--- src/cots_pkg.sv ---
/*
 * Shared constants and types for the control output type selector.
 * Assumes a single 20 MHz clock and a synchronous active-high reset.
 */
`default_nettype none
package cots_pkg;
   // ****************************************************************
   // Timing
   // ****************************************************************
   localparam int CLK_HZ = 20000000;
   localparam int TICK_US = 1000;
   localparam int TICK_CYC = (CLK_HZ / 1000000) * TICK_US;
   localparam int FULL_SCALE = 1000;

   // ****************************************************************
   // Output type selector digit codes
   // ****************************************************************
   localparam logic [7:0] OT_OFF = 8'h00;
   localparam logic [7:0] OT_OUT_VPULSE = 8'h01;
   localparam logic [7:0] OT_OUT_CURRENT = 8'h02;
   localparam logic [7:0] OT_OUT_RELAY = 8'h03;
   localparam logic [7:0] OT_C_RET_VPULSE = 8'h04;
   localparam logic [7:0] OT_C_RET_CURRENT = 8'h05;
   localparam logic [7:0] OT_SECOND_OUTPUT_TERMINAL_RELAY = 8'h06;
   localparam logic [7:0] OT_H_RET_VPULSE = 8'h07;
   localparam logic [7:0] OT_H_RET_CURRENT = 8'h08;

   // ****************************************************************
   // Contact relay codes and flag code
   // ****************************************************************
   localparam logic [13:0] HOLD_SRC_OFF = 14'h0000;
   localparam logic [13:0] DI_STD_FIRST = 14'd5025;
   localparam logic [13:0] DI_STD_LAST = 14'd5027;
   localparam logic [13:0] DI_E1_FIRST = 14'd5041;
   localparam logic [13:0] DI_E1_LAST = 14'd5045;
   localparam logic [13:0] DI_E4_FIRST = 14'd5089;
   localparam logic [13:0] DI_E4_LAST = 14'd5093;
   localparam logic [13:0] WAIT_FLAG_CODE = 14'd4190;
   localparam int NUM_DI = 13;
   localparam int NUM_FSEL = 15;

   // ****************************************************************
   // Control modes and motor commands
   // ****************************************************************
   typedef enum logic [1:0] {
      COTS_MODE_TIME = 2'b00,
      COTS_MODE_ONOFF = 2'b01,
      COTS_MODE_POS_EST = 2'b10,
      COTS_MODE_POS_FB = 2'b11
   } cots_mode_t;

   typedef enum logic [1:0] {
      COTS_MOT_STOP = 2'b00,
      COTS_MOT_DIRECT = 2'b01,
      COTS_MOT_REVERSE = 2'b10
   } cots_mot_t;
endpackage
`default_nettype wire

--- src/cots_pulse_if.sv ---
/*
 * Carrier between the selector top and its pulse generator.
 * Assumes both ends share the top's clock.
 */
`default_nettype none
interface cots_pulse_if;
   logic [9:0] duty;
   logic [15:0] cycle_ticks;
   logic tick;
   logic pulse;
   modport gen (input duty, input cycle_ticks, input tick, output pulse);
   modport user (output duty, output cycle_ticks, output tick, input pulse);
endinterface
`default_nettype wire

--- src/cots_pulse_gen.sv ---
/*
 * Time-proportional pulse: on-width = duty/1000 of the cycle time.
 * Assumes the tick input is a one-cycle strobe at the cycle-time unit.
 */
`default_nettype none
module cots_pulse_gen (
   input wire logic clock,
   input wire logic sys_rst,
   cots_pulse_if.gen pif
);
   typedef struct packed {
      logic [15:0] cnt;
      logic pulse;
   } cots_pg_state_t;

   cots_pg_state_t st_q, st_d;
   logic [25:0] on_ticks;

   assign on_ticks = 26'(({10'h000, pif.cycle_ticks} * {16'h0000, pif.duty})
                     / cots_pkg::FULL_SCALE);

   always_comb begin
      st_d = st_q;
      if (pif.tick) begin
         if (st_q.cnt + 16'h0001 >= pif.cycle_ticks) begin
            st_d.cnt = 16'h0000;
         end else begin
            st_d.cnt = st_q.cnt + 16'h0001;
         end
      end
      st_d.pulse = ({10'h000, st_d.cnt} < on_ticks);
   end

   always_ff @(posedge clock) begin
      if (sys_rst) begin
         st_q <= '0;
      end else begin
         st_q <= st_d;
      end
   end

   assign pif.pulse = st_q.pulse;

   property p_full_on;
      @(posedge clock) disable iff (sys_rst)
         (pif.duty == 10'd1000 && $stable(pif.duty) && pif.cycle_ticks != 16'h0000)
            |=> pif.pulse;
   endproperty
   a_full_on: assert property (p_full_on) else $error("full duty not on");

   property p_zero_off;
      @(posedge clock) disable iff (sys_rst)
         (pif.duty == 10'd0 && $stable(pif.duty)) |=> !pif.pulse;
   endproperty
   a_zero_off: assert property (p_zero_off) else $error("zero duty not off");
endmodule // cots_pulse_gen
`default_nettype wire

--- src/cots_selector.sv ---
/*
 * Control output type selector: routes a computation result to the
 * terminal and form picked by the output type code, drives valve motor
 * relays, forces program hold from a contact input and routes the wait
 * flag to alarm, relay and digital outputs.
 * Assumes all inputs are synchronous to clock and settings are static.
 */
`default_nettype none
module cots_selector #(
   parameter int STROKE_TICKS = 100,
   parameter int DEADBAND = 10,
   parameter bit HAS_SECOND_OUTPUT_TERMINAL = 1'b1,
   parameter bit HAS_RET = 1'b1
) (
   input wire logic clock,
   input wire logic sys_rst,
   input wire logic [15:0] output_type_select,
   input wire logic [1:0] control_mode,
   input wire logic [9:0] heat_output,
   input wire logic [9:0] cool_output,
   input wire logic [9:0] out_high_limit,
   input wire logic [9:0] out_low_limit,
   input wire logic [15:0] setpoint_value,
   input wire logic [15:0] measured_value,
   input wire logic [15:0] cycle_ticks,
   input wire logic [9:0] valve_feedback,
   input wire logic [13:0] sync_hold_source,
   input wire logic [12:0] contact_inputs,
   input wire logic wait_flag,
   input wire logic [14:0] function_select_wait,
   output logic out_pulse,
   output logic [9:0] out_current,
   output logic second_output_terminal_relay,
   output logic ret_pulse,
   output logic [9:0] ret_current,
   output logic motor_direct,
   output logic motor_reverse,
   output logic [9:0] valve_estimate,
   output logic program_hold,
   output logic hold_source_valid,
   output logic [14:0] function_outputs
);
   // ****************************************************************
   // State
   // ****************************************************************
   typedef struct packed {
      logic [15:0] tick_cnt;
      logic tick;
      logic out_pulse;
      logic [9:0] out_current;
      logic second_output_terminal_relay;
      logic ret_pulse;
      logic [9:0] ret_current;
      cots_pkg::cots_mot_t mot;
      logic [31:0] stroke_cnt;
      logic [9:0] est;
      logic hold;
      logic hold_valid;
      logic [14:0] fout;
   } cots_state_t;

   cots_state_t st_q, st_d;
   // Full stroke in clocks; accumulate per clock so short strokes keep rate
   localparam int STROKE_CYC = STROKE_TICKS * cots_pkg::TICK_CYC;
   cots_pulse_if heat_if ();
   cots_pulse_if cool_if ();
   logic [7:0] heat_code, cool_code;
   logic [9:0] pos_now, target;
   logic onoff_on;
   logic di_hit;
   logic [12:0] di_sel;

   assign heat_code = output_type_select[7:0];
   assign cool_code = output_type_select[15:8];

   assign heat_if.duty = heat_output;
   assign heat_if.cycle_ticks = cycle_ticks;
   assign heat_if.tick = st_q.tick;
   assign cool_if.duty = cool_output;
   assign cool_if.cycle_ticks = cycle_ticks;
   assign cool_if.tick = st_q.tick;

   cots_pulse_gen u_heat (.clock(clock), .sys_rst(sys_rst), .pif(heat_if.gen));
   cots_pulse_gen u_cool (.clock(clock), .sys_rst(sys_rst), .pif(cool_if.gen));

   assign onoff_on = $signed(measured_value) < $signed(setpoint_value);

   // contact code decode, one per input
   genvar g;
   generate
      for (g = 0; g < cots_pkg::NUM_DI; g++) begin : g_di
         logic [13:0] code;
         if (g < 3) begin : g_std
            assign code = cots_pkg::DI_STD_FIRST + 14'(g);
         end else if (g < 8) begin : g_e1
            assign code = cots_pkg::DI_E1_FIRST + 14'(g - 3);
         end else begin : g_e4
            assign code = cots_pkg::DI_E4_FIRST + 14'(g - 8);
         end
         assign di_sel[g] = (sync_hold_source == code);
      end
   endgenerate
   assign di_hit = |di_sel;

   assign pos_now = (control_mode == cots_pkg::COTS_MODE_POS_FB) ? valve_feedback : st_q.est;
   assign target = heat_output;

   // ****************************************************************
   // Next state
   // ****************************************************************
   always_comb begin
      logic pulse_sel;
      logic [9:0] cur_sel;
      pulse_sel = 1'b0;
      cur_sel = 10'h000;
      st_d = st_q;

      st_d.tick = 1'b0;
      if (st_q.tick_cnt >= 16'(cots_pkg::TICK_CYC - 1)) begin
         st_d.tick_cnt = 16'h0000;
         st_d.tick = 1'b1;
      end else begin
         st_d.tick_cnt = st_q.tick_cnt + 16'h0001;
      end

      pulse_sel = (control_mode == cots_pkg::COTS_MODE_ONOFF) ? onoff_on : heat_if.pulse;
      st_d.out_pulse = 1'b0;
      st_d.out_current = 10'h000;
      st_d.second_output_terminal_relay = 1'b0;
      st_d.ret_pulse = 1'b0;
      st_d.ret_current = 10'h000;

      case (heat_code)
         cots_pkg::OT_OUT_VPULSE, cots_pkg::OT_OUT_RELAY: st_d.out_pulse = pulse_sel;
         cots_pkg::OT_OUT_CURRENT: st_d.out_current = heat_output;
         cots_pkg::OT_SECOND_OUTPUT_TERMINAL_RELAY: st_d.second_output_terminal_relay = HAS_SECOND_OUTPUT_TERMINAL & pulse_sel;
         cots_pkg::OT_H_RET_VPULSE: st_d.ret_pulse = HAS_RET & pulse_sel;
         cots_pkg::OT_H_RET_CURRENT: st_d.ret_current = HAS_RET ? heat_output : 10'h000;
         default: ;
      endcase

      pulse_sel = (control_mode == cots_pkg::COTS_MODE_ONOFF) ? 1'b0 : cool_if.pulse;
      cur_sel = cool_output;
      case (cool_code)
         cots_pkg::OT_OUT_VPULSE, cots_pkg::OT_OUT_RELAY: st_d.out_pulse |= pulse_sel;
         cots_pkg::OT_OUT_CURRENT: st_d.out_current |= cur_sel;
         cots_pkg::OT_SECOND_OUTPUT_TERMINAL_RELAY: st_d.second_output_terminal_relay |= HAS_SECOND_OUTPUT_TERMINAL & pulse_sel;
         cots_pkg::OT_C_RET_VPULSE: st_d.ret_pulse |= HAS_RET & pulse_sel;
         cots_pkg::OT_C_RET_CURRENT: st_d.ret_current |= HAS_RET ? cur_sel : 10'h000;
         default: ;
      endcase

      st_d.mot = cots_pkg::COTS_MOT_STOP;
      if (control_mode[1]) begin
         if (heat_output >= out_high_limit) begin
            st_d.mot = cots_pkg::COTS_MOT_DIRECT;
         end else if (heat_output <= out_low_limit) begin
            st_d.mot = cots_pkg::COTS_MOT_REVERSE;
         end else if (target > pos_now + 10'(DEADBAND)) begin
            st_d.mot = cots_pkg::COTS_MOT_DIRECT;
         end else if (target + 10'(DEADBAND) < pos_now) begin
            st_d.mot = cots_pkg::COTS_MOT_REVERSE;
         end
      end

      // estimate from stroke time
      // Adds 1000 per clock, steps once per full stroke worth, no drift
      if (st_q.mot != cots_pkg::COTS_MOT_STOP) begin
         if (st_q.stroke_cnt + 32'(cots_pkg::FULL_SCALE) >= 32'(STROKE_CYC)) begin
            st_d.stroke_cnt = st_q.stroke_cnt + 32'(cots_pkg::FULL_SCALE)
                              - 32'(STROKE_CYC);
            if (st_q.mot == cots_pkg::COTS_MOT_DIRECT && st_q.est < 10'd1000) begin
               st_d.est = st_q.est + 10'h001;
            end else if (st_q.mot == cots_pkg::COTS_MOT_REVERSE && st_q.est != 10'h000) begin
               st_d.est = st_q.est - 10'h001;
            end
         end else begin
            st_d.stroke_cnt = st_q.stroke_cnt + 32'(cots_pkg::FULL_SCALE);
         end
      end

      st_d.hold_valid = di_hit || (sync_hold_source == cots_pkg::HOLD_SRC_OFF);
      st_d.hold = di_hit && |(di_sel & contact_inputs);

      st_d.fout = function_select_wait & {cots_pkg::NUM_FSEL{wait_flag}};
   end

   always_ff @(posedge clock) begin
      if (sys_rst) begin
         st_q <= '0;
      end else begin
         st_q <= st_d;
      end
   end

   assign out_pulse = st_q.out_pulse;
   assign out_current = st_q.out_current;
   assign second_output_terminal_relay = st_q.second_output_terminal_relay;
   assign ret_pulse = st_q.ret_pulse;
   assign ret_current = st_q.ret_current;
   // Relay pins are the motor code's own flop bits
   assign motor_direct = st_q.mot[0];
   assign motor_reverse = st_q.mot[1];
   assign valve_estimate = st_q.est;
   assign program_hold = st_q.hold;
   assign hold_source_valid = st_q.hold_valid;
   assign function_outputs = st_q.fout;

   // ****************************************************************
   // Checks
   // ****************************************************************
   property p_onoff;
      @(posedge clock) disable iff (sys_rst)
         (control_mode == 2'b01 && heat_code == 8'h06)
            |=> second_output_terminal_relay == $past(onoff_on);
   endproperty
   a_onoff: assert property (p_onoff) else $error("on/off output wrong");

   property p_excl;
      @(posedge clock) disable iff (sys_rst) !(motor_direct && motor_reverse);
   endproperty
   a_excl: assert property (p_excl) else $error("both motor relays on");

   property p_mode_stop;
      @(posedge clock) disable iff (sys_rst)
         (!control_mode[1]) |=> (!motor_direct && !motor_reverse);
   endproperty
   a_mode_stop: assert property (p_mode_stop) else $error("relay outside position");

   property p_upper;
      @(posedge clock) disable iff (sys_rst)
         (control_mode[1] && heat_output >= out_high_limit) |=> motor_direct;
   endproperty
   a_upper: assert property (p_upper) else $error("upper limit no direct");

   property p_lower;
      @(posedge clock) disable iff (sys_rst)
         (control_mode[1] && heat_output <= out_low_limit && heat_output < out_high_limit)
            |=> motor_reverse;
   endproperty
   a_lower: assert property (p_lower) else $error("lower limit no reverse");

   property p_est_still;
      @(posedge clock) disable iff (sys_rst)
         (st_q.mot == cots_pkg::COTS_MOT_STOP) |=> $stable(valve_estimate);
   endproperty
   a_est_still: assert property (p_est_still) else $error("estimate moved");

   property p_cur;
      @(posedge clock) disable iff (sys_rst)
         (heat_code == 8'h02 && cool_code == 8'h00) |=> out_current == $past(heat_output);
   endproperty
   a_cur: assert property (p_cur) else $error("current not routed");

   property p_hold;
      @(posedge clock) disable iff (sys_rst)
         (sync_hold_source == 14'd5027 && contact_inputs[2]) |=> program_hold;
   endproperty
   a_hold: assert property (p_hold) else $error("hold not forced");

   property p_bad_src;
      @(posedge clock) disable iff (sys_rst)
         (!di_hit && sync_hold_source != cots_pkg::HOLD_SRC_OFF)
            |=> (!hold_source_valid && !program_hold);
   endproperty
   a_bad_src: assert property (p_bad_src) else $error("bad hold source taken");

   property p_release;
      @(posedge clock) disable iff (sys_rst)
         (contact_inputs == 13'h0000) |=> !program_hold;
   endproperty
   a_release: assert property (p_release) else $error("hold not released");

   property p_wait;
      @(posedge clock) disable iff (sys_rst)
         1'b1 |=> function_outputs == ($past(function_select_wait) & {15{$past(wait_flag)}});
   endproperty
   a_wait: assert property (p_wait) else $error("wait flag misrouted");

   property p_off;
      @(posedge clock) disable iff (sys_rst)
         (output_type_select == 16'h0909) |=> (!out_pulse && !second_output_terminal_relay && !ret_pulse
            && out_current == 10'h000 && ret_current == 10'h000);
   endproperty
   a_off: assert property (p_off) else $error("unlisted code drove output");
endmodule // cots_selector
`default_nettype wire

--- config.mk ---
export PLATFORM = sky130hd
export DESIGN_NAME = cots_selector
export DESIGN_NICKNAME = d
export VERILOG_FILES = /design/src/cots_pkg.sv /design/src/cots_pulse_if.sv /design/src/cots_pulse_gen.sv /design/src/cots_selector.sv
export SDC_FILE = /design/constraint.sdc
export NUM_CORES = 1
export LEC_CHECK = 0
export BUFFER_PORTS_ARGS = -buffer_cell sky130_fd_sc_hd__buf_2
export CORE_MARGIN = 2
export CORE_UTILIZATION = 48
export CTS_CLUSTER_DIAMETER = 120
export DETAILED_ROUTE_END_ITERATION = 7
export PLACE_DENSITY = 0.65
export SYNTH_ARGS = -nofsm -noshare
export SYNTH_HDL_FRONTEND = slang
export SYNTH_SLANG_ARGS = --single-unit
export TNS_END_PERCENT = 50
--- constraint.sdc ---
create_clock -name clock -period 25 [get_ports clock]
set_input_delay 7.5 -clock clock [delete_from_list [all_inputs] [get_ports clock]]
set_output_delay 7.5 -clock clock [all_outputs]
set_load 0.03 [all_outputs]
-- Word-level counts from Yosys, hierarchy flattened
Index checks and enable logic that the tools add are counted.
Widths: inputs -> output; s select.
- multipliers: 2
- reduce and logical (&&, ||, !) cells: 16
- bitwise operators: 8
- add/sub/neg operators: 9
- eq/ne operators: 29
- div/mod/pow operators: 2
- mux-type cells: 25
- order comparisons: 12
- operator list (operator ; count):
    $eq 14x13->1 const B ; 13
    $mux 10 ; 7
    $div 26x10->32 const B ; 2
    $mux 16 ; 4
    $lt 16x26->1 ; 2
    $mul 16x10->26 ; 2
    $add 16x1->16 const B ; 3
    $eq 8x3->1 const B ; 5
    $add 32x10->32 const B ; 1
    $eq 8x2->1 const B ; 4
    $ge 16x16->1 ; 2
    $ge 32x21->1 const B ; 1
    $mux 32 ; 1
    $sub 32x21->32 const B ; 1
    $reduce_or 13->1 ; 2
    $add 10x4->10 const B ; 2
    $or 10x10->10 ; 2
    $eq 8x1->1 const B ; 2
    $ge 16x15->1 const B ; 1
    $lt 16x16->1 ; 1
    $and 15x15->15 ; 1
    $logic_not 14->1 ; 1
    $and 13x13->13 ; 1
    $add 10x1->10 const B ; 1
    other kinds (20) ; 41
- bits in registers: 135
- input bits: 161
- word-level logic and storage cells: 121
- output and inout port bits: 52

-- Longest topological paths before layout
- depth in word-level cells: 7
- gate-level depth with buffers: 78

-- Modules after synthesis
From an unflattened synthesis, not the netlist that was laid out.
- cells, all modules: 4030
- area, all modules: 31585.3 um^2
- by module, submodules not included (module ; sequential area each (um^2) ; area each (um^2) ; instances ; cells an instance):
    cots_pulse_gen ; 340.3 ; 11964.0 ; 2 ; 1539
    cots_selector ; 1961.9 ; 7657.3 ; 1 ; 952

-- Worst setup path before layout
No wires, ideal clock.
- kind: input -> register
- start point: input heat_output[3]
- end point: register u_heat.st_q, in the netlist u_heat.pif.pulse
- setup time: 0.092 ns
- arrival time: 23.595 ns
- stages on the path: 70
- slack: 1.312 ns
- required time: 24.908 ns
- cell sequence: clkbuf_1 clkbuf_1 nand2_1 fa_1 inv_1 fa_1 inv_1 fa_1 inv_1 fa_1 inv_1 fa_1 inv_1 ha_1 buf_2 a2111oi_2 o21ai_1 a31oi_2 [34 not listed] a311oi_1 a211oi_1 a21oi_1 a21o_1 buf_2 ha_1 a21o_1 a21oi_1 nor2b_1 o21ai_0 nand2b_1 a21oi_1 nor2b_1 o21ai_0 nand2b_1 a221oi_1 nand3_1 o32ai_1
- cells in the longest elaborated chain, start to end: 3
- ends and longest elaborated chain (item ; line ; source):
    start, declared ; cots_selector.sv:19 ; input wire logic [9:0] heat_output,
    $mul 16x10->26 ; cots_pulse_gen.sv:19 ; assign on_ticks = 26'(({10'h000, pif.cycle_ticks} * {16'h0000, pif.duty})
    $div 26x10->32 ; cots_pulse_gen.sv:20 ; / cots_pkg::FULL_SCALE);
    $lt 16x26->1 ; cots_pulse_gen.sv:31 ; st_d.pulse = ({10'h000, st_d.cnt} < on_ticks);
    end signal, assigned ; cots_pulse_gen.sv:38 ; st_q <= st_d;
    end, declared ; cots_pulse_gen.sv:16 ; cots_pg_state_t st_q, st_d;
No other way between the ends.
A chain may end at the register's enable or synchronous reset.

-- Final worst setup path
- start point: input cycle_ticks[4]
- end point: register u_cool.st_q, in the netlist u_cool.pif.pulse
- cells in the longest elaborated chain, start to end: 4
- ends and longest elaborated chain (item ; line ; source):
    start, declared ; cots_selector.sv:25 ; input wire logic [15:0] cycle_ticks,
    branches (longest 3 deep; another with $div 26x10->32) ; n/a ;
    $lt 16x26->1 (*) ; cots_pulse_gen.sv:31 ;
    end signal, assigned ; cots_pulse_gen.sv:38 ;
    end, declared ; cots_pulse_gen.sv:16 ;
Mark *: on every way between the ends.

==> qor.csv <==
stage;metric;value;unit
status;status;completed;
logic_synthesis;async_flop_share;0;%
floorplanning;io_pins;213;
logic_synthesis;avgSynthCellArea;7.55;sq um
finish;final_common_cell;nand2_1;
floorplanning;design.core.area;63000;sq um
logic_synthesis;seq_area_frac_synth;8.67;%
sta;tns;0;ns
floorplanning;start_util;48.4;%
worst_setup_path;critPathSlowestCell;or4b_1;
placement;dp_cells;5086;
logic_synthesis;synth_top_family_by_area;adder cells;
finish;syn2layout_area_growth;12.4;%
logic_synthesis;synth_cell_types;134;
sta;slew_violations;0;
placement;io_buffers;212;
clock_tree;path_clk_slew;0.07;ns
min_path;min_path_cells;1;
sta;final-setup-viol-count;0;
finish;drive_gt1_share;15.8;%
clock_tree;root_buffer;clkbuf_16;
logic_synthesis;synth_edf_count;0;
grt;overflow;0;
drt;drtIter0Drc;2178;
finish;fin_cells;5125;
placement;pre_cts_ws;0.201;ns
worst_setup_path;critPathMaxFanout;20;
drt;dr_total_vias;29900;
drt;dr.pass1.iters;5;
floorplanning;die_h;256;um
grt;use_met2;44.0;%
finish;final_cell_mix;412 x nand2_1, 389 x inv_1, 287 x nor2_1;
drt;via_per_inst;5.83;
finish;design_area;34300;sq um
sta;min_period;24.20;ns
logic_synthesis;synth_nets;4675;
clock_tree;clk_latency;0.49;ns
placement;hpwl;70.7;mm
grt;grt_pass1_wl;146;mm
logic_synthesis;synth-seq-cells;132;
sta;finalCritPeriodShare;96.8;%
worst_setup_path;cp.required;25.40;ns
worst_setup_path;cp-end-kind;register;
grt;grt.total_usage;26.5;%
sta;fmax;0.0413;GHz
floorplanning;rows;92;
clock_tree;cts_tree;built;
grt;met3_usage;3.24;%
finish;layout.nets;4903;
placement;place_area;33100;sq um
floorplanning;die_w;256;um
clock_tree;htree_levels;4;
grt;grt_util_met1;36.5;%
clock_tree;numCtsBuffers;17;
worst_setup_path;slowest_delay;0.59;ns
worst_setup_path;r2r_end;u_heat.pif.pulse;
drt;ant_nets;0;
logic_synthesis;synthXorXnorAreaFrac;6.59;%
grt;grt_pass1_vias;28600;
worst_setup_path;crit_arrival;24.60;ns
worst_setup_path;crit_top_cell;fa_1;
logic_synthesis;synth_area;30500;sq um
worst_setup_path;path_class;input pin to register;
worst_setup_path;rr_startpoint;u_heat.st_q[1];
logic_synthesis;yosys_warnings;0;
logic_synthesis;synth.area.mux_share;2.76;%
logic_synthesis;yosys.area_share.simple;24.1;%
drt;drc;0;
worst_setup_path;start_kind;input pin;
finish;num-fill-cells;6083;
worst_setup_path;rr_worst_depth;35;
logic_synthesis;synth-compound-area-share;24.3;%
grt;antenna_found_initial;3;
logic_synthesis;synth-adder-area-share;25.1;%
logic_synthesis;synth-main-ff-cell;dfxtp_1;
min_path;hold_class;register to register;
finish;diodes;0;
run;cap_violations;0;
grt;grt_max_degree;57;
worst_setup_path;rrSetupSlack;18.45;ns
drt;wl;88.1;mm
sta;tightest_slew;1.22;ns
placement;gp_congestion;0.938;
drt;wl_per_cell;17.2;um
logic_synthesis;syn_inst;4038;
min_path;holdCritStartpoint;st_q[85];
sta;fin_skew;0.0151;ns
min_path;whs_endpoint;st_q[85];
clock_tree;clk_path_buf_depth;2;
clock_tree;cts_sinks;132;
sta;hold_violations;0;
sta;max_slew_margin;17.9;%
grt;grt_busiest_layer;met2;
sta;worst_slack;0.799;ns
floorplanning;fp.dieArea;65600;sq um
[cell usage after synthesis, types with 31 or more instances]
master    instances  area (sq um)
o22ai_1          38           238
nand4_1          43           269
and3_1           53           332
o211ai_1         49           368
a22oi_1          32           240
clkbuf_1        140           526
a211oi_1         48           360
dfxtp_1         132          2640
xor2_1           74           648
nand3_1          95           475
or3_1            44           275
fa_1            221          4420
nor2b_1          66           413
and2_1          198          1240
nand2b_1         54           338
a21o_1           47           353
o21a_1           31           233
nand2_1         413          1550
o31ai_1          33           248
ha_1            255          3190
mux2i_1          56           561
nor3_1           85           425
xnor2_1         148          1300
a21oi_1         214          1070
o21ai_0         189           946
nor2_1          293          1100
buf_4            50           375
inv_1           389          1460
[metal layers]
metal / up-vias / wire [um] / share of wire, %
met2: 908 / 40500 / 46
met5: - / 11 / 0.012
met1: 14200 / 40700 / 46
met3: 133 / 4980 / 5.7
li1: 14600 / - / -
met4: 2 / 1930 / 2.2
[logic make-up after synthesis]
logic type	after synthesis
simple gates	1464
fa+ha+maj	480
buf+inv	620
other cells	1
flops	132
xor+xnor	226
mux	80
compound gates	1035
[flip-flops by register name, summed over array words and instances (netlist names), 10 cells and up]
name              cells
out_current          10
ret_current          10
function_outputs     15
valve_estimate       10
st_q                 45
u_heat.st_q          16
u_cool.st_q          16
[metrics by stage]
stage	utilization (%)	hold slack [ns]
2_1_floorplan	-	0.424
3_3_place_gp	52.6	0.446
3_5_place_dp	52.6	0.468
4_1_cts	53.6	0.482
5_1_grt	54.4	0.507
6_report	54.4	0.478
[layout make-up]
cell class,instances,area (sq um),area share [%]
Inverter,398,1490,4.36
Clock buffer,18,439,1.28
Multi-Input combinational cell,3286,25700,75.1
Tap cell,846,1060,3.09
Sequential cell,132,2640,7.71
Clock inverter,14,191,0.558
Timing Repair Buffer,431,2720,7.93
[worst max-delay path, delay by kind of cell]
family	cells	cell delay [ns]
buffers and inverters	7	0.92
adders and majority gates	7	3.18
and+or+nand+nor	20	5.94
AOI/OAI and AO/OA	23	6.65
xor gates and xnor gates	2	0.37
[timing repair]
action                     in CTS  in global routing
buffers inserted                0                  7
hold buffers                    0                  0
resized for setup               0                 90
setup endpoints to repair       0                  2
[how the worst max path moves through the flow]
stage	from	to	slack, ns	cells after the start
global route	cycle_ticks[3]	u_cool.pif.pulse	-0.1	59
global placement	heat_output[6]	u_heat.pif.pulse	0.46	70
detailed placement	cycle_ticks[11]	u_cool.pif.pulse	0.20	63
CTS	cycle_ticks[1]	u_cool.pif.pulse	0.65	63
floorplan	heat_output[3]	u_heat.pif.pulse	1.31	70
finish	cycle_ticks[4]	u_cool.pif.pulse	0.80	59
Power is not shown: default switching activity piles up to over one toggle a cycle in this logic, so the estimate is an artifact.
